--- src/pkg/icd_consts.svh ---
`ifndef ICD_CONSTS_SVH
`define ICD_CONSTS_SVH
// Register byte offsets
`define ICD_OFF_IWORD 5'h00
`define ICD_OFF_UWORD 5'h04
`define ICD_OFF_CLASS 5'h08
`define ICD_OFF_FIELDS 5'h0c
`define ICD_OFF_CTRL 5'h10
`define ICD_OFF_STATUS 5'h14
`define ICD_OFF_GRWR 5'h18
`define ICD_OFF_GRRD 5'h1c
// Instruction word fields
`define ICD_DREG_F 2:0
`define ICD_DMODE_F 5:3
`define ICD_SREG_F 8:6
`define ICD_SMODE_F 11:9
`define ICD_OP6 11:6
`define ICD_GRP 15:12
`define ICD_MID 14:12
`define ICD_BYTE 15
`define ICD_DISP 7:0
`define ICD_DISP_SIGN 7
// Microword register fields
`define ICD_UW_COND 2:0
`define ICD_UW_CTRL 5:3
`define ICD_UW_GO 8
// Control register bits
`define ICD_CT_ACK 0
`define ICD_CT_ABORT 1
// General register write port fields
`define ICD_GW_DATA 15:0
`define ICD_GW_SEL 18:16
// Microword codes
`define ICD_BC_OP1 3'h6
`define ICD_BC_OP2 3'h7
`define ICD_BCT_CLR 3'h3
// Reset values
`define ICD_IWORD_RST 16'h0000
`define ICD_UWORD_RST 3'h0
// Cycles after the destination calculation
`define ICD_DAC_TAIL 2'h2
// Single-operand opcodes, bits 11:6
`define ICD_OP_JMP 6'h01
`define ICD_OP_SWAB 6'h03
`define ICD_OP_JSR 3'h4
`define ICD_OP_CLR 6'h28
`define ICD_OP_SBC 6'h2e
`define ICD_OP_TST 6'h2f
`define ICD_OP_ROR 6'h30
`define ICD_OP_ASL 6'h33
`define ICD_OP_MFP 6'h35
`define ICD_OP_MTP 6'h36
`define ICD_OP_SXT 6'h37
// Register-to-destination group, bits 11:9
`define ICD_EIS_DIV 3'h1
`define ICD_EIS_XOR 3'h4
`endif

--- src/pkg/icd_pkg.sv ---
`include "icd_consts.svh"
package icd_pkg;
    // Bus cycle requested from the transfer control
    typedef enum logic [4:0] {
        ICD_BUS_NONE = 5'h01,
        ICD_BUS_READ = 5'h02,
        ICD_BUS_RDPAUSE = 5'h04,
        ICD_BUS_WRWORD = 5'h08,
        ICD_BUS_WRBYTE = 5'h10
    } icd_bus_e;
    // Run state, follows the console halt flag
    typedef enum logic [1:0] {
        ICD_RUN = 2'h1,
        ICD_HALT = 2'h2
    } icd_run_e;
    typedef struct packed {
        logic [4:0] paddr;
        logic psel;
        logic penable;
        logic pwrite;
        logic [31:0] pwdata;
    } icd_apb_req_s;
    typedef struct packed {
        logic [31:0] prdata;
        logic pready;
        logic pslverr;
    } icd_apb_rsp_s;
    typedef struct packed {
        logic rmw;
        logic rd_only;
        logic wr_only;
        logic dbl;
        logic dac;
        logic exe;
        logic jmp;
        logic flt;
        logic jf;
        logic byte_op;
        logic dmz;
        logic smz;
    } icd_class_s;
    typedef struct packed {
        logic [2:0] dreg;
        logic [2:0] dmode;
        logic [2:0] sreg;
        logic [2:0] smode;
        logic [15:0] br_off;
    } icd_fields_s;
    typedef struct packed {
        logic [15:0] iword;
        logic [2:0] bus_cond;
        logic [2:0] bus_ctrl;
        logic addr_err;
        logic stack_err;
        logic trap_pend;
        logic abort_pend;
        icd_run_e run;
        logic [7:0][15:0] dcopy;
        logic [7:0][15:0] scopy;
        logic [15:0] dcopy_rd;
        logic [15:0] scopy_rd;
        icd_apb_rsp_s rsp;
        icd_class_s cls;
        icd_fields_s fld;
        icd_bus_e bus;
        logic go;
        logic abort;
        logic clr;
        logic ack;
        logic [1:0] tail;
    } icd_state_s;
endpackage

--- src/logic/icd_decoder.sv ---
`timescale 1ns/1ps
`include "icd_consts.svh"
// What this block does
// - Destination register number from bits 2:0
// - Destination mode bits 5:3, flag zero
// - Source register number from bits 8:6
// - Source mode bits 11:9, flag zero
// - Flag read-modify-write opcode set
// - Read-modify-write operand uses interlocked read-pause
// - Flag read-only operand opcode set
// - Flag write-only class, issues word write
// - Flag double-operand groups 01-06, 11-16
// - Flag destination calculation class
// - Flag execute-only class, no address calculation
// - Condition 6 picks write, read-pause or read
// - Condition 7 picks byte or word write
// - Flag jump and subroutine-call opcodes
// - Flag floating-point class, top digits 17
// - Jump-or-float uses one cycle fewer
// - Bus control 3 clears address, stack errors
// - Acknowledge clears pending trap and abort
// - Branch offset doubled and sign extended
// - Abort unneeded or unfinishable transfer
// - Register write updates both copies
// - Console halt flag stops processing
module icd_decoder
    import icd_pkg::*;
(
    input wire logic pclk,
    input wire logic presetn,
    input wire icd_apb_req_s apb_req,
    output icd_apb_rsp_s apb_rsp,
    input wire logic addr_err_evt,
    input wire logic stack_err_evt,
    input wire logic trap_evt,
    input wire logic abort_evt,
    input wire logic console_halt_flag,
    output icd_class_s class_flags,
    output icd_fields_s fields,
    output icd_bus_e bus_cycle,
    output logic xfer_start,
    output logic transfer_abort,
    output logic clear_flags,
    output logic service_acknowledge,
    output logic halted,
    output logic [1:0] post_dac_cycles,
    output logic [15:0] dest_side_rd,
    output logic [15:0] src_side_rd
);
    icd_state_s s_reg;
    icd_state_s s_next;
    icd_class_s cls;
    logic setup;
    logic wr_acc;
    logic [31:0] rd_mux;
    logic mapped;

    // Opcode classes from the instruction word alone
    function automatic icd_class_s decode(input logic [15:0] iw);
        icd_class_s c;
        logic [3:0] g;
        logic [5:0] op;
        logic [2:0] hi;
        logic zg;
        logic una;
        logic eis;
        g = iw[`ICD_GRP];
        op = iw[`ICD_OP6];
        hi = iw[`ICD_SMODE_F];
        zg = (iw[`ICD_MID] == 3'h0);
        eis = (g == 4'h7);
        una = zg && ((op >= `ICD_OP_CLR && op <= `ICD_OP_SBC)
            || (op >= `ICD_OP_ROR && op <= `ICD_OP_ASL));
        c = '0;
        c.dmz = (iw[`ICD_DMODE_F] == 3'h0);
        c.smz = (iw[`ICD_SMODE_F] == 3'h0);
        c.jmp = (g == 4'h0) && (op == `ICD_OP_JMP || op[5:3] == `ICD_OP_JSR);
        c.flt = (g == 4'hf);
        c.jf = c.jmp || c.flt;
        c.dbl = g inside {4'h1, 4'h2, 4'h3, 4'h4, 4'h5, 4'h6,
            4'h9, 4'ha, 4'hb, 4'hc, 4'hd, 4'he};
        c.rmw = una || (g == 4'h0 && (op == `ICD_OP_SWAB || op == `ICD_OP_SXT))
            || (eis && hi == `ICD_EIS_XOR)
            || g inside {4'h4, 4'h5, 4'h6, 4'h9, 4'hc, 4'hd, 4'he};
        c.rd_only = (zg && (op == `ICD_OP_TST || op == `ICD_OP_MFP))
            || (eis && hi <= `ICD_EIS_DIV)
            || g inside {4'h2, 4'h3, 4'ha, 4'hb};
        c.wr_only = (g == 4'h1) || (zg && op == `ICD_OP_MTP);
        // Group 16 is a word subtract despite its top bit
        c.byte_op = iw[`ICD_BYTE] && ((zg && op != `ICD_OP_MFP && op != `ICD_OP_MTP)
            || g inside {4'h9, 4'ha, 4'hb, 4'hc, 4'hd});
        c.dac = una || c.jmp || (zg && (op == `ICD_OP_TST || op == `ICD_OP_MFP))
            || (g == 4'h0 && (op == `ICD_OP_SWAB || op == `ICD_OP_SXT))
            || (eis && hi <= `ICD_EIS_XOR)
            || (c.dbl && c.smz);
        // Jumps with register mode are illegal, never execute-only
        c.exe = c.dac && c.dmz && !c.jmp;
        return c;
    endfunction

    // Bus cycle chosen by the bus condition and the class
    function automatic icd_bus_e bus_sel(input logic [2:0] bc, input icd_class_s c);
        icd_bus_e b;
        if (bc == `ICD_BC_OP1)
        begin
            if (c.wr_only)
                b = ICD_BUS_WRWORD;
            else if (c.rmw)
                b = ICD_BUS_RDPAUSE;
            else
                b = ICD_BUS_READ;
        end
        else if (bc == `ICD_BC_OP2)
            b = c.byte_op ? ICD_BUS_WRBYTE : ICD_BUS_WRWORD;
        else
            b = ICD_BUS_READ;
        return b;
    endfunction

    // Flags are pure decode of the stored word, valid in every state
    assign cls = decode(s_reg.iword);
    assign setup = apb_req.psel && !apb_req.penable;
    assign wr_acc = apb_req.psel && apb_req.penable && s_reg.rsp.pready && apb_req.pwrite;

    // Read data selected during the setup cycle
    always_comb
    begin
        mapped = 1'b1;
        rd_mux = 32'h0000_0000;
        unique case (apb_req.paddr)
            `ICD_OFF_IWORD: rd_mux = {16'h0000, s_reg.iword};
            `ICD_OFF_UWORD: rd_mux = {26'h0, s_reg.bus_ctrl, s_reg.bus_cond};
            `ICD_OFF_CLASS: rd_mux = {15'h0, s_reg.bus, cls};
            `ICD_OFF_FIELDS: rd_mux = {4'h0, s_reg.fld};
            `ICD_OFF_CTRL: rd_mux = 32'h0000_0000;
            `ICD_OFF_STATUS: rd_mux = {27'h0, s_reg.run == ICD_HALT, s_reg.abort_pend,
                s_reg.trap_pend, s_reg.stack_err, s_reg.addr_err};
            `ICD_OFF_GRWR: rd_mux = 32'h0000_0000;
            `ICD_OFF_GRRD: rd_mux = {s_reg.scopy_rd, s_reg.dcopy_rd};
            default: mapped = 1'b0;
        endcase
    end

    // Next state of the whole block
    always_comb
    begin
        s_next = s_reg;
        s_next.go = 1'b0;
        s_next.abort = 1'b0;
        s_next.clr = 1'b0;
        s_next.ack = 1'b0;
        s_next.cls = cls;
        s_next.fld.dreg = s_reg.iword[`ICD_DREG_F];
        s_next.fld.dmode = s_reg.iword[`ICD_DMODE_F];
        s_next.fld.sreg = s_reg.iword[`ICD_SREG_F];
        s_next.fld.smode = s_reg.iword[`ICD_SMODE_F];
        s_next.fld.br_off = {{7{s_reg.iword[`ICD_DISP_SIGN]}},
            s_reg.iword[`ICD_DISP], 1'b0};
        s_next.tail = cls.jf ? `ICD_DAC_TAIL - 2'h1 : `ICD_DAC_TAIL;
        // Both read ports see the selected register of each copy
        s_next.dcopy_rd = s_reg.dcopy[s_reg.iword[`ICD_DREG_F]];
        s_next.scopy_rd = s_reg.scopy[s_reg.iword[`ICD_SREG_F]];
        // Bus slave: one wait-free access phase
        s_next.rsp.pready = setup;
        s_next.rsp.pslverr = setup && !mapped;
        if (setup)
            s_next.rsp.prdata = rd_mux;
        // Halt follows the console flag level
        unique case (s_reg.run)
            ICD_RUN:
                if (console_halt_flag)
                    s_next.run = ICD_HALT;
            ICD_HALT:
                if (!console_halt_flag)
                    s_next.run = ICD_RUN;
        endcase
        // Pending flags: a new event beats a clear in the same cycle
        s_next.addr_err = s_reg.addr_err || addr_err_evt;
        s_next.stack_err = s_reg.stack_err || stack_err_evt;
        s_next.trap_pend = s_reg.trap_pend || trap_evt;
        s_next.abort_pend = s_reg.abort_pend || abort_evt;
        if (wr_acc)
        begin
            unique case (apb_req.paddr)
                `ICD_OFF_IWORD: s_next.iword = apb_req.pwdata[15:0];
                `ICD_OFF_UWORD:
                begin
                    s_next.bus_cond = apb_req.pwdata[`ICD_UW_COND];
                    s_next.bus_ctrl = apb_req.pwdata[`ICD_UW_CTRL];
                    if (apb_req.pwdata[`ICD_UW_CTRL] == `ICD_BCT_CLR)
                    begin
                        s_next.clr = 1'b1;
                        s_next.addr_err = addr_err_evt;
                        s_next.stack_err = stack_err_evt;
                    end
                    if (apb_req.pwdata[`ICD_UW_GO] && s_reg.run == ICD_RUN)
                    begin
                        // A pending abort ends the transfer before it starts
                        if (s_reg.abort_pend || abort_evt)
                            s_next.abort = 1'b1;
                        else
                        begin
                            s_next.go = 1'b1;
                            s_next.bus = bus_sel(apb_req.pwdata[`ICD_UW_COND], cls);
                        end
                    end
                end
                `ICD_OFF_CTRL:
                begin
                    if (apb_req.pwdata[`ICD_CT_ACK])
                    begin
                        s_next.ack = 1'b1;
                        s_next.trap_pend = trap_evt;
                        s_next.abort_pend = abort_evt;
                    end
                    // Only a transfer begun the cycle before can be withdrawn
                    if (apb_req.pwdata[`ICD_CT_ABORT] && s_reg.go)
                        s_next.abort = 1'b1;
                end
                `ICD_OFF_GRWR:
                begin
                    s_next.dcopy[apb_req.pwdata[`ICD_GW_SEL]] =
                        apb_req.pwdata[`ICD_GW_DATA];
                    s_next.scopy[apb_req.pwdata[`ICD_GW_SEL]] =
                        apb_req.pwdata[`ICD_GW_DATA];
                end
                default:
                begin
                    s_next.bus = s_reg.bus;
                end
            endcase
        end
    end

    // All state in one register
    always_ff @(posedge pclk or negedge presetn)
    begin
        if (!presetn)
        begin
            s_reg <= '0;
            s_reg.iword <= `ICD_IWORD_RST;
            s_reg.bus_cond <= `ICD_UWORD_RST;
            s_reg.bus_ctrl <= `ICD_UWORD_RST;
            s_reg.run <= ICD_RUN;
            s_reg.bus <= ICD_BUS_NONE;
            s_reg.cls.dmz <= 1'b1;
            s_reg.cls.smz <= 1'b1;
            s_reg.tail <= `ICD_DAC_TAIL;
        end
        else
            s_reg <= s_next;
    end

    // Outputs straight from the state register
    assign apb_rsp = s_reg.rsp;
    assign class_flags = s_reg.cls;
    assign fields = s_reg.fld;
    assign bus_cycle = s_reg.bus;
    assign xfer_start = s_reg.go;
    assign transfer_abort = s_reg.abort;
    assign clear_flags = s_reg.clr;
    assign service_acknowledge = s_reg.ack;
    assign halted = (s_reg.run == ICD_HALT);
    assign post_dac_cycles = s_reg.tail;
    assign dest_side_rd = s_reg.dcopy_rd;
    assign src_side_rd = s_reg.scopy_rd;
endmodule

--- config.mk ---
export PLATFORM = sky130hd
export DESIGN_NAME = icd_decoder
export DESIGN_NICKNAME = d
export VERILOG_FILES = /design/src/pkg/icd_pkg.sv /design/src/logic/icd_decoder.sv
export VERILOG_INCLUDE_DIRS = /design/src /design/src/pkg
export SDC_FILE = /design/constraint.sdc
export NUM_CORES = 1
export LEC_CHECK = 0
export BUFFER_PORTS_ARGS = -buffer_cell sky130_fd_sc_hd__clkbuf_2
export CAP_MARGIN = 20
export CORE_UTILIZATION = 58
export DETAILED_ROUTE_END_ITERATION = 10
export PLACE_DENSITY = 0.8
export SLEW_MARGIN = 40
export SYNTH_ARGS = -nofsm -noshare
export SYNTH_HDL_FRONTEND = slang
export SYNTH_SLANG_ARGS = --single-unit
--- constraint.sdc ---
create_clock -name pclk -period 3 [get_ports pclk]
set_clock_uncertainty 0.2 [all_clocks]
set_input_delay 0.15 -clock pclk [delete_from_list [all_inputs] [get_ports pclk]]
set_output_delay 0.15 -clock pclk [all_outputs]
set_load 0.03 [all_outputs]
==> results.cfg, run 1 <==
[outcome]
run_status = finished with violations
failing_checks = negative setup slack

[clock_network]
htreeDepth = 1
cts.sinks = 256
tritoncts.num_buffers = 26
post-cts-setup-buffer-count = 0
worst_skew_pair_latency_ns = 0.53
cts.reportedPaths.clkPinSlew_ns = 0.06
clock_tree_root = clkbuf_16
cts-root-to-sink-buffers = 3
tritoncts = built

[synthesis]
synth_edf_count = 0
synth-async-reset-ratio = 1.000
synth_area_um2 = 12690
synth_area_per_cell_um2 = 13.71
yosysWarningCount = 0
netlist-cell-type-count = 64
dominantRegCellSynth = dfrtp_1
synth_adder_area_share = 0
synthMuxAreaShare = 0.2781
synth_top_family_by_area = multiplexers
synth_compound_gate_area_share = 0.06014
synth-simple-area-share = 0.06093
synthXorXnorAreaFrac = 0.0006901
ys_seq_elements = 256
synth_cells = 926
synthesis.nets = 973
ys_seq_area_frac = 0.5053

[setup_path]
ff2ff_path_depth = 7
ff2ff_setup_slack_ns = -0.005
crit_type = flip-flop to flip-flop
regToRegStartpoint = apb_rsp[1]$_DFF_PN0_
worst_ep_required_time_ns = 3.27
critical_path_arrival_ns = 3.27
regToRegEndpoint = transfer_abort$_DFF_PN0_
cp-end-kind = flip-flop
setup.worst_path.start_class = flip-flop
cp_max_fo = 4

[cells_and_area]
most_common_library_cell_in_the_layout_ignoring_fill_and_taps = dfrtp_1
layout-drive-gt1-share = 0.4837
nFillCells = 1449
antenna_cells = 0
number_of_nets_at_the_end_of_the_flow = 1038
max_reg_flops = 144
most-common-layout-cells = 249 x dfrtp_1, 173 x mux2_2, 149 x clkbuf_2
area_growth_syn_to_layout_pct = 11.46

[placed_design]
gpl.final_weighted_congestion = 0.9516
placement.io_buffers = 150
dp.final_hpwl_um = 20040
place_ws_ns = 0.5242

[power]
power.clock.fraction = 0.454
p_seq_frac = 0.488
power_per_cell_area_nw_per_um2 = 512.0
design_power_total_mw = 7.243
p_sw_mw = 1.674
power.leakage_nw = 6.937
power.internal_mw = 5.569
ir_drop_mv = 0.3887
power.share.switching = 0.2311
share_comb_of_total_power = 0.058

[sta]
period_minus_slack_ns = 3.005
grt_setup_unrepaired = true
timing.final.hold_violations = 0
timing.fmax_mhz = 332.8
setup_ws_ns = -0.005188
max_slew_margin = 0.4621
min_period_over_period = 1.002
timing_max_transition_violations_final = 0
setup_viol_count_final = 1
worst_slew_pin_slew_ns = 0.8068

[routing]
ant_nets = 0
dr_total_vias = 8157
detail_route.wirelength_um = 31100
first_pass_iters = 5
drc = 0
detail_route.iter0.violations = 562
wire_per_inst_um = 24.18
vias_per_cell = 6.343

[floorplanning]
floorplan.die.width_um = 149.9
num_io_pins = 165
floorplan.die.height_um = 149.9
die-area_um2 = 22480
initial_utilization = 0.5981
area_of_the_core_um2 = 21220
row_count = 53

[global_routing]
grt_antenna_before_repair = 0
global_route.overflow_total = 0
total_global_route_track_usage = 0.2839
grt_pass1_wl_um = 47790
grt_pass1_vias = 8482
largest_net_degree_at_the_start_of_global_routing = 90

[worst_hold_path]
worstHoldPathType = primary input to asynchronous set/reset pin

[job]
max-cap-violations = 0
==> area by class of cell <==
cell class | count | area, um2 | area share
clock buffer | 33 | 708.2 | 0.05007
clock inverter | 15 | 163.9 | 0.01159
inverter | 10 | 37.54 | 0.002654
tap | 275 | 344.1 | 0.02433
multi-input combinational | 484 | 5097 | 0.3604
timing repair buffer | 213 | 1379 | 0.09748
sequential | 256 | 6415 | 0.4535
==> Yosys cell counts, types with 4 or more instances <==
| library cell | number | area share |
|---|---|---|
| a21o_1 | 9 | 0.0053 |
| a21oi_1 | 13 | 0.0051 |
| a22o_1 | 11 | 0.0076 |
| a22oi_1 | 25 | 0.015 |
| and2_1 | 5 | 0.0025 |
| and3_1 | 5 | 0.0025 |
| buf_1 | 5 | 0.0015 |
| buf_2 | 17 | 0.0067 |
| buf_4 | 118 | 0.070 |
| buf_6 | 5 | 0.0044 |
| clkbuf_1 | 31 | 0.0092 |
| dfrtp_1 | 251 | 0.49 |
| dfstp_2 | 5 | 0.010 |
| inv_1 | 10 | 0.0030 |
| mux2_2 | 173 | 0.15 |
| mux2_4 | 8 | 0.0095 |
| mux4_2 | 64 | 0.11 |
| nand2_1 | 45 | 0.013 |
| nand2b_1 | 7 | 0.0035 |
| nand3_1 | 11 | 0.0043 |
| nor2_1 | 14 | 0.0041 |
| nor3_1 | 8 | 0.0032 |
| o21ai_0 | 24 | 0.0095 |
| o31ai_1 | 4 | 0.0024 |
==> worst max path at each step <==
stage / start / end / slack [ns] / cells past startpoint
floorplan: apb_rsp[1]$_DFF_PN0_ / s_reg[331]$_DFFE_PN0P_ / 0.88 / 6
global placement: apb_rsp[1]$_DFF_PN0_ / s_reg[255]$_DFFE_PN0P_ / 0.59 / 5
detailed placement: apb_rsp[1]$_DFF_PN0_ / s_reg[255]$_DFFE_PN0P_ / 0.52 / 5
CTS: apb_rsp[1]$_DFF_PN0_ / transfer_abort$_DFF_PN0_ / 0.08 / 7
global route: apb_rsp[1]$_DFF_PN0_ / transfer_abort$_DFF_PN0_ / -0.15 / 7
finish: apb_rsp[1]$_DFF_PN0_ / transfer_abort$_DFF_PN0_ / -0.005 / 7
==> through the flow <==
stage               hold WS (ns)  utilization  instances  instance area, um2    TNS, ns
detailed placement      0.001818       0.6067       1200               12870          0
global route             0.07156       0.6666       1286               14140    -0.1522
finish                  0.004991       0.6666       1286               14140  -0.005188
global placement      -0.0009195       0.6067       1200               12870          0
CTS                      0.03697       0.6657       1286               14130          0
floorplan                -0.3456            -        926               12690          0
==> worst max-delay path, stage by stage, from the launching register on <==
cell and delay, ns:
dfrtp_1 0.36, nand4_2 0.20, nor3_4 0.22, dlygate4sd3_1 0.62, nand2b_1 0.09, dlygate4sd3_1 0.57
a21oi_1 0.12, dlygate4sd3_1 0.56
==> repair_timing <==
| item | 4_1_cts | 5_1_grt |
|---|---|---|
| hold buffers | 38 | 0 |
| endpoints found under the hold margin | 377 | 0 |
| endpoints found under the setup margin | 0 | 3 |
| gates resized for setup | 0 | 2 |
==> metal layers <==
layer | part of all wire | wire length (um) | vias up | track usage
met2 | 0.50 | 15460 | 421 | 0.4785
met3 | 0.069 | 2140 | 96 | 0.04177
li1 | - | - | 3429 | -
met4 | 0.045 | 1389 | 0 | 0.1348
met5 | 0 | 0 | - | 0
met1 | 0.39 | 12110 | 4211 | 0.3619
==> cells by family after synthesis <==
| logic type | count (synthesis) |
|---|---|
| DFF | 256 |
| muxes | 247 |
| buffers and inverters | 186 |
| and+or+nand+nor | 127 |
| AOI/OAI and AO/OA | 108 |
| xor gates and xnor gates | 1 |
| other | 1 |
==> power by group through the flow <==
stage,clock network (mW),logic (mW),registers (mW)
after global routing,3.44,0.461,3.54
after detailed placement,0,0.389,3.60
final,3.29,0.424,3.53
after floorplan,0,0.247,3.57
after CTS,3.32,0.423,3.53
after global placement,0,0.383,3.59
Power figures use the tool's default switching activity.
==> run 2: changes to the inputs <==
- CORE_ASPECT_RATIO: default -> 0.5
- PLACE_DENSITY: 0.8 -> 0.91
- SLEW_MARGIN: 40 -> default
==> run 2 against run 1 <==
The run ends with negative hold slack left. Combinational power up 2%. Global-route usage up 4.0 points. Die area up 0.16%. Worst hold slack worse by 0.035 ns. Largest power group unchanged.
==> results.cfg, run 2 (synthesized netlist as in run 1, its figures left out) <==
[clock_network]
clock_tree_root = clkbuf_16
tritoncts.num_buffers = 23
worst_skew_pair_latency_ns = 0.52
tritoncts = built
cts.reportedPaths.clkPinSlew_ns = 0.07
cts.sinks = 256
htreeDepth = 1
cts-root-to-sink-buffers = 3

[setup_path]
ff2ff_path_depth = 7
setup.worst_path.start_class = flip-flop
ff2ff_setup_slack_ns = 0.08
timing.critical_path.cells = nand4_4 -> nor3_4 -> dlygate4sd3_1 -> nand2b_1 -> dlygate4sd3_1 -> a21oi_1 -> dlygate4sd3_1
regToRegStartpoint = apb_rsp[1]$_DFF_PN0_
critical_path_arrival_ns = 3.18
cp_max_fo = 4
critical-path-max-stage-delay_ns = 0.61
crit_path_top_delay_cell = dlygate4sd3_1
critical-path-top-cell-by-count = dlygate4sd3_1
crit_type = flip-flop to flip-flop
cp-end-kind = flip-flop
regToRegEndpoint = transfer_abort$_DFF_PN0_
worst_ep_required_time_ns = 3.26

[placed_design]
numPlacedInstances = 1218
placement.io_buffers = 150
gpl.final_weighted_congestion = 0.9002
place_ws_ns = 0.5165
dp.final_hpwl_um = 21860

[sta]
timing_max_transition_violations_final = 0
period_minus_slack_ns = 2.920
worst_slew_pin_slew_ns = 0.9227
timing.final.hold_violations = 13
whs_ns = -0.02987
fin_tns_setup_ns = 0
setup_viol_count_final = 0
min_period_over_period = 0.9733
timing.fmax_mhz = 342.5
setup_ws_ns = 0.08001
grt_setup_unrepaired = false
max_slew_margin = 0.3848

[cells_and_area]
layout-drive-gt1-share = 0.4790
number_of_nets_at_the_end_of_the_flow = 1032
area_growth_syn_to_layout_pct = 10.67
most-common-layout-cells = 249 x dfrtp_1, 173 x mux2_2, 149 x clkbuf_2
max_reg_flops = 144
antenna_cells = 0
most_common_library_cell_in_the_layout_ignoring_fill_and_taps = dfrtp_1
final_cell_count_no_fill = 1294

[routing]
detail_route.wirelength_um = 35270
dr_total_vias = 8797
drc = 0
wire_per_inst_um = 27.26
detail_route.iter0.violations = 1198
ant_nets = 0
vias_per_cell = 6.798
first_pass_iters = 7

[floorplanning]
row_count = 37
initial_utilization = 0.6052
floorplan.die.width_um = 211.2
floorplan.die.height_um = 106.6
die-area_um2 = 22510
area_of_the_core_um2 = 20970
num_io_pins = 165

[worst_hold_path]
worstHoldPathType = primary input to asynchronous set/reset pin

[global_routing]
largest_net_degree_at_the_start_of_global_routing = 72
grt_antenna_before_repair = 1
grt_pass1_wl_um = 54140
total_global_route_track_usage = 0.3234
global_route.overflow_total = 0
grt_pass1_vias = 8985

[power]
power_per_cell_area_nw_per_um2 = 502.1
ir_drop_mv = 0.4470
power.leakage_nw = 6.872
design_power_total_mw = 7.052

[outcome]
run_status = finished with violations
failing_checks = negative hold slack

[job]
max-cap-violations = 0
run 2: final cells by class:
| type | instances | area (um2) |
|---|---|---|
| Fill cell | 1262 | 6927 |
| Multi-Input combinational cell | 484 | 5094 |
| Inverter | 10 | 37.54 |
| Tap cell | 292 | 365.4 |
| Timing Repair Buffer | 210 | 1359 |
| Clock buffer | 35 | 660.6 |
| Clock inverter | 7 | 113.9 |
| Sequential cell | 256 | 6415 |
run 2: report_power, final:
part / switching, mW / internal, mW / total [mW]
Sequential: 0.0448 / 3.49 / 3.54
Clock: 1.30 / 1.78 / 3.08
Combinational: 0.295 / 0.139 / 0.434
Total: 1.64 / 5.41 / 7.05
run 2: worst max-delay path by stage:
stage | start | cells after the start | to | slack, ns
6_report | apb_rsp[1]$_DFF_PN0_ | 7 | transfer_abort$_DFF_PN0_ | 0.08
5_1_grt | apb_rsp[1]$_DFF_PN0_ | 7 | transfer_abort$_DFF_PN0_ | 0.02
4_1_cts | apb_rsp[1]$_DFF_PN0_ | 7 | transfer_abort$_DFF_PN0_ | 0.09
3_5_place_dp | apb_rsp[1]$_DFF_PN0_ | 5 | s_reg[258]$_DFFE_PN0P_ | 0.52
3_3_place_gp | apb_rsp[1]$_DFF_PN0_ | 5 | s_reg[257]$_DFFE_PN0P_ | 0.62
2_1_floorplan | apb_rsp[1]$_DFF_PN0_ | 6 | s_reg[331]$_DFFE_PN0P_ | 0.88
run 2: what timing repair did:
item / CTS / global route
hold buffers: 34 / 0
buffers inserted: 0 / 0
hold endpoints to repair: 376 / 0
resized for setup: 0 / 2
endpoints found under the setup margin: 0 / 1
run 2: critical path, delay by kind of cell, from the launching register on:
family	cells	cell delay, ns
DFF	1	0.40
AOI/OAI and AO/OA	1	0.10
and+or+nand+nor	3	0.44
buffers and inverters	3	1.72
run 2: through the flow:
step,util,hold slack [ns],instance area [um2]
after detailed placement,0.6158,-0.05181,12910
final,0.6697,-0.02987,14040
after CTS,0.6690,0.0002165,14030
after floorplan,-,-0.3456,12690
after global routing,0.6697,0.03990,14040
after global placement,0.6158,-0.05993,12910
run 2: metal layers:
layer | global-route usage | wire, um | up-vias
li1 | - | - | 3406
met1 | 0.4211 | 13130 | 4498
met2 | 0.5078 | 16340 | 722
met3 | 0.08055 | 3756 | 169
met4 | 0.1713 | 2030 | 2
met5 | 0 | 15 | -
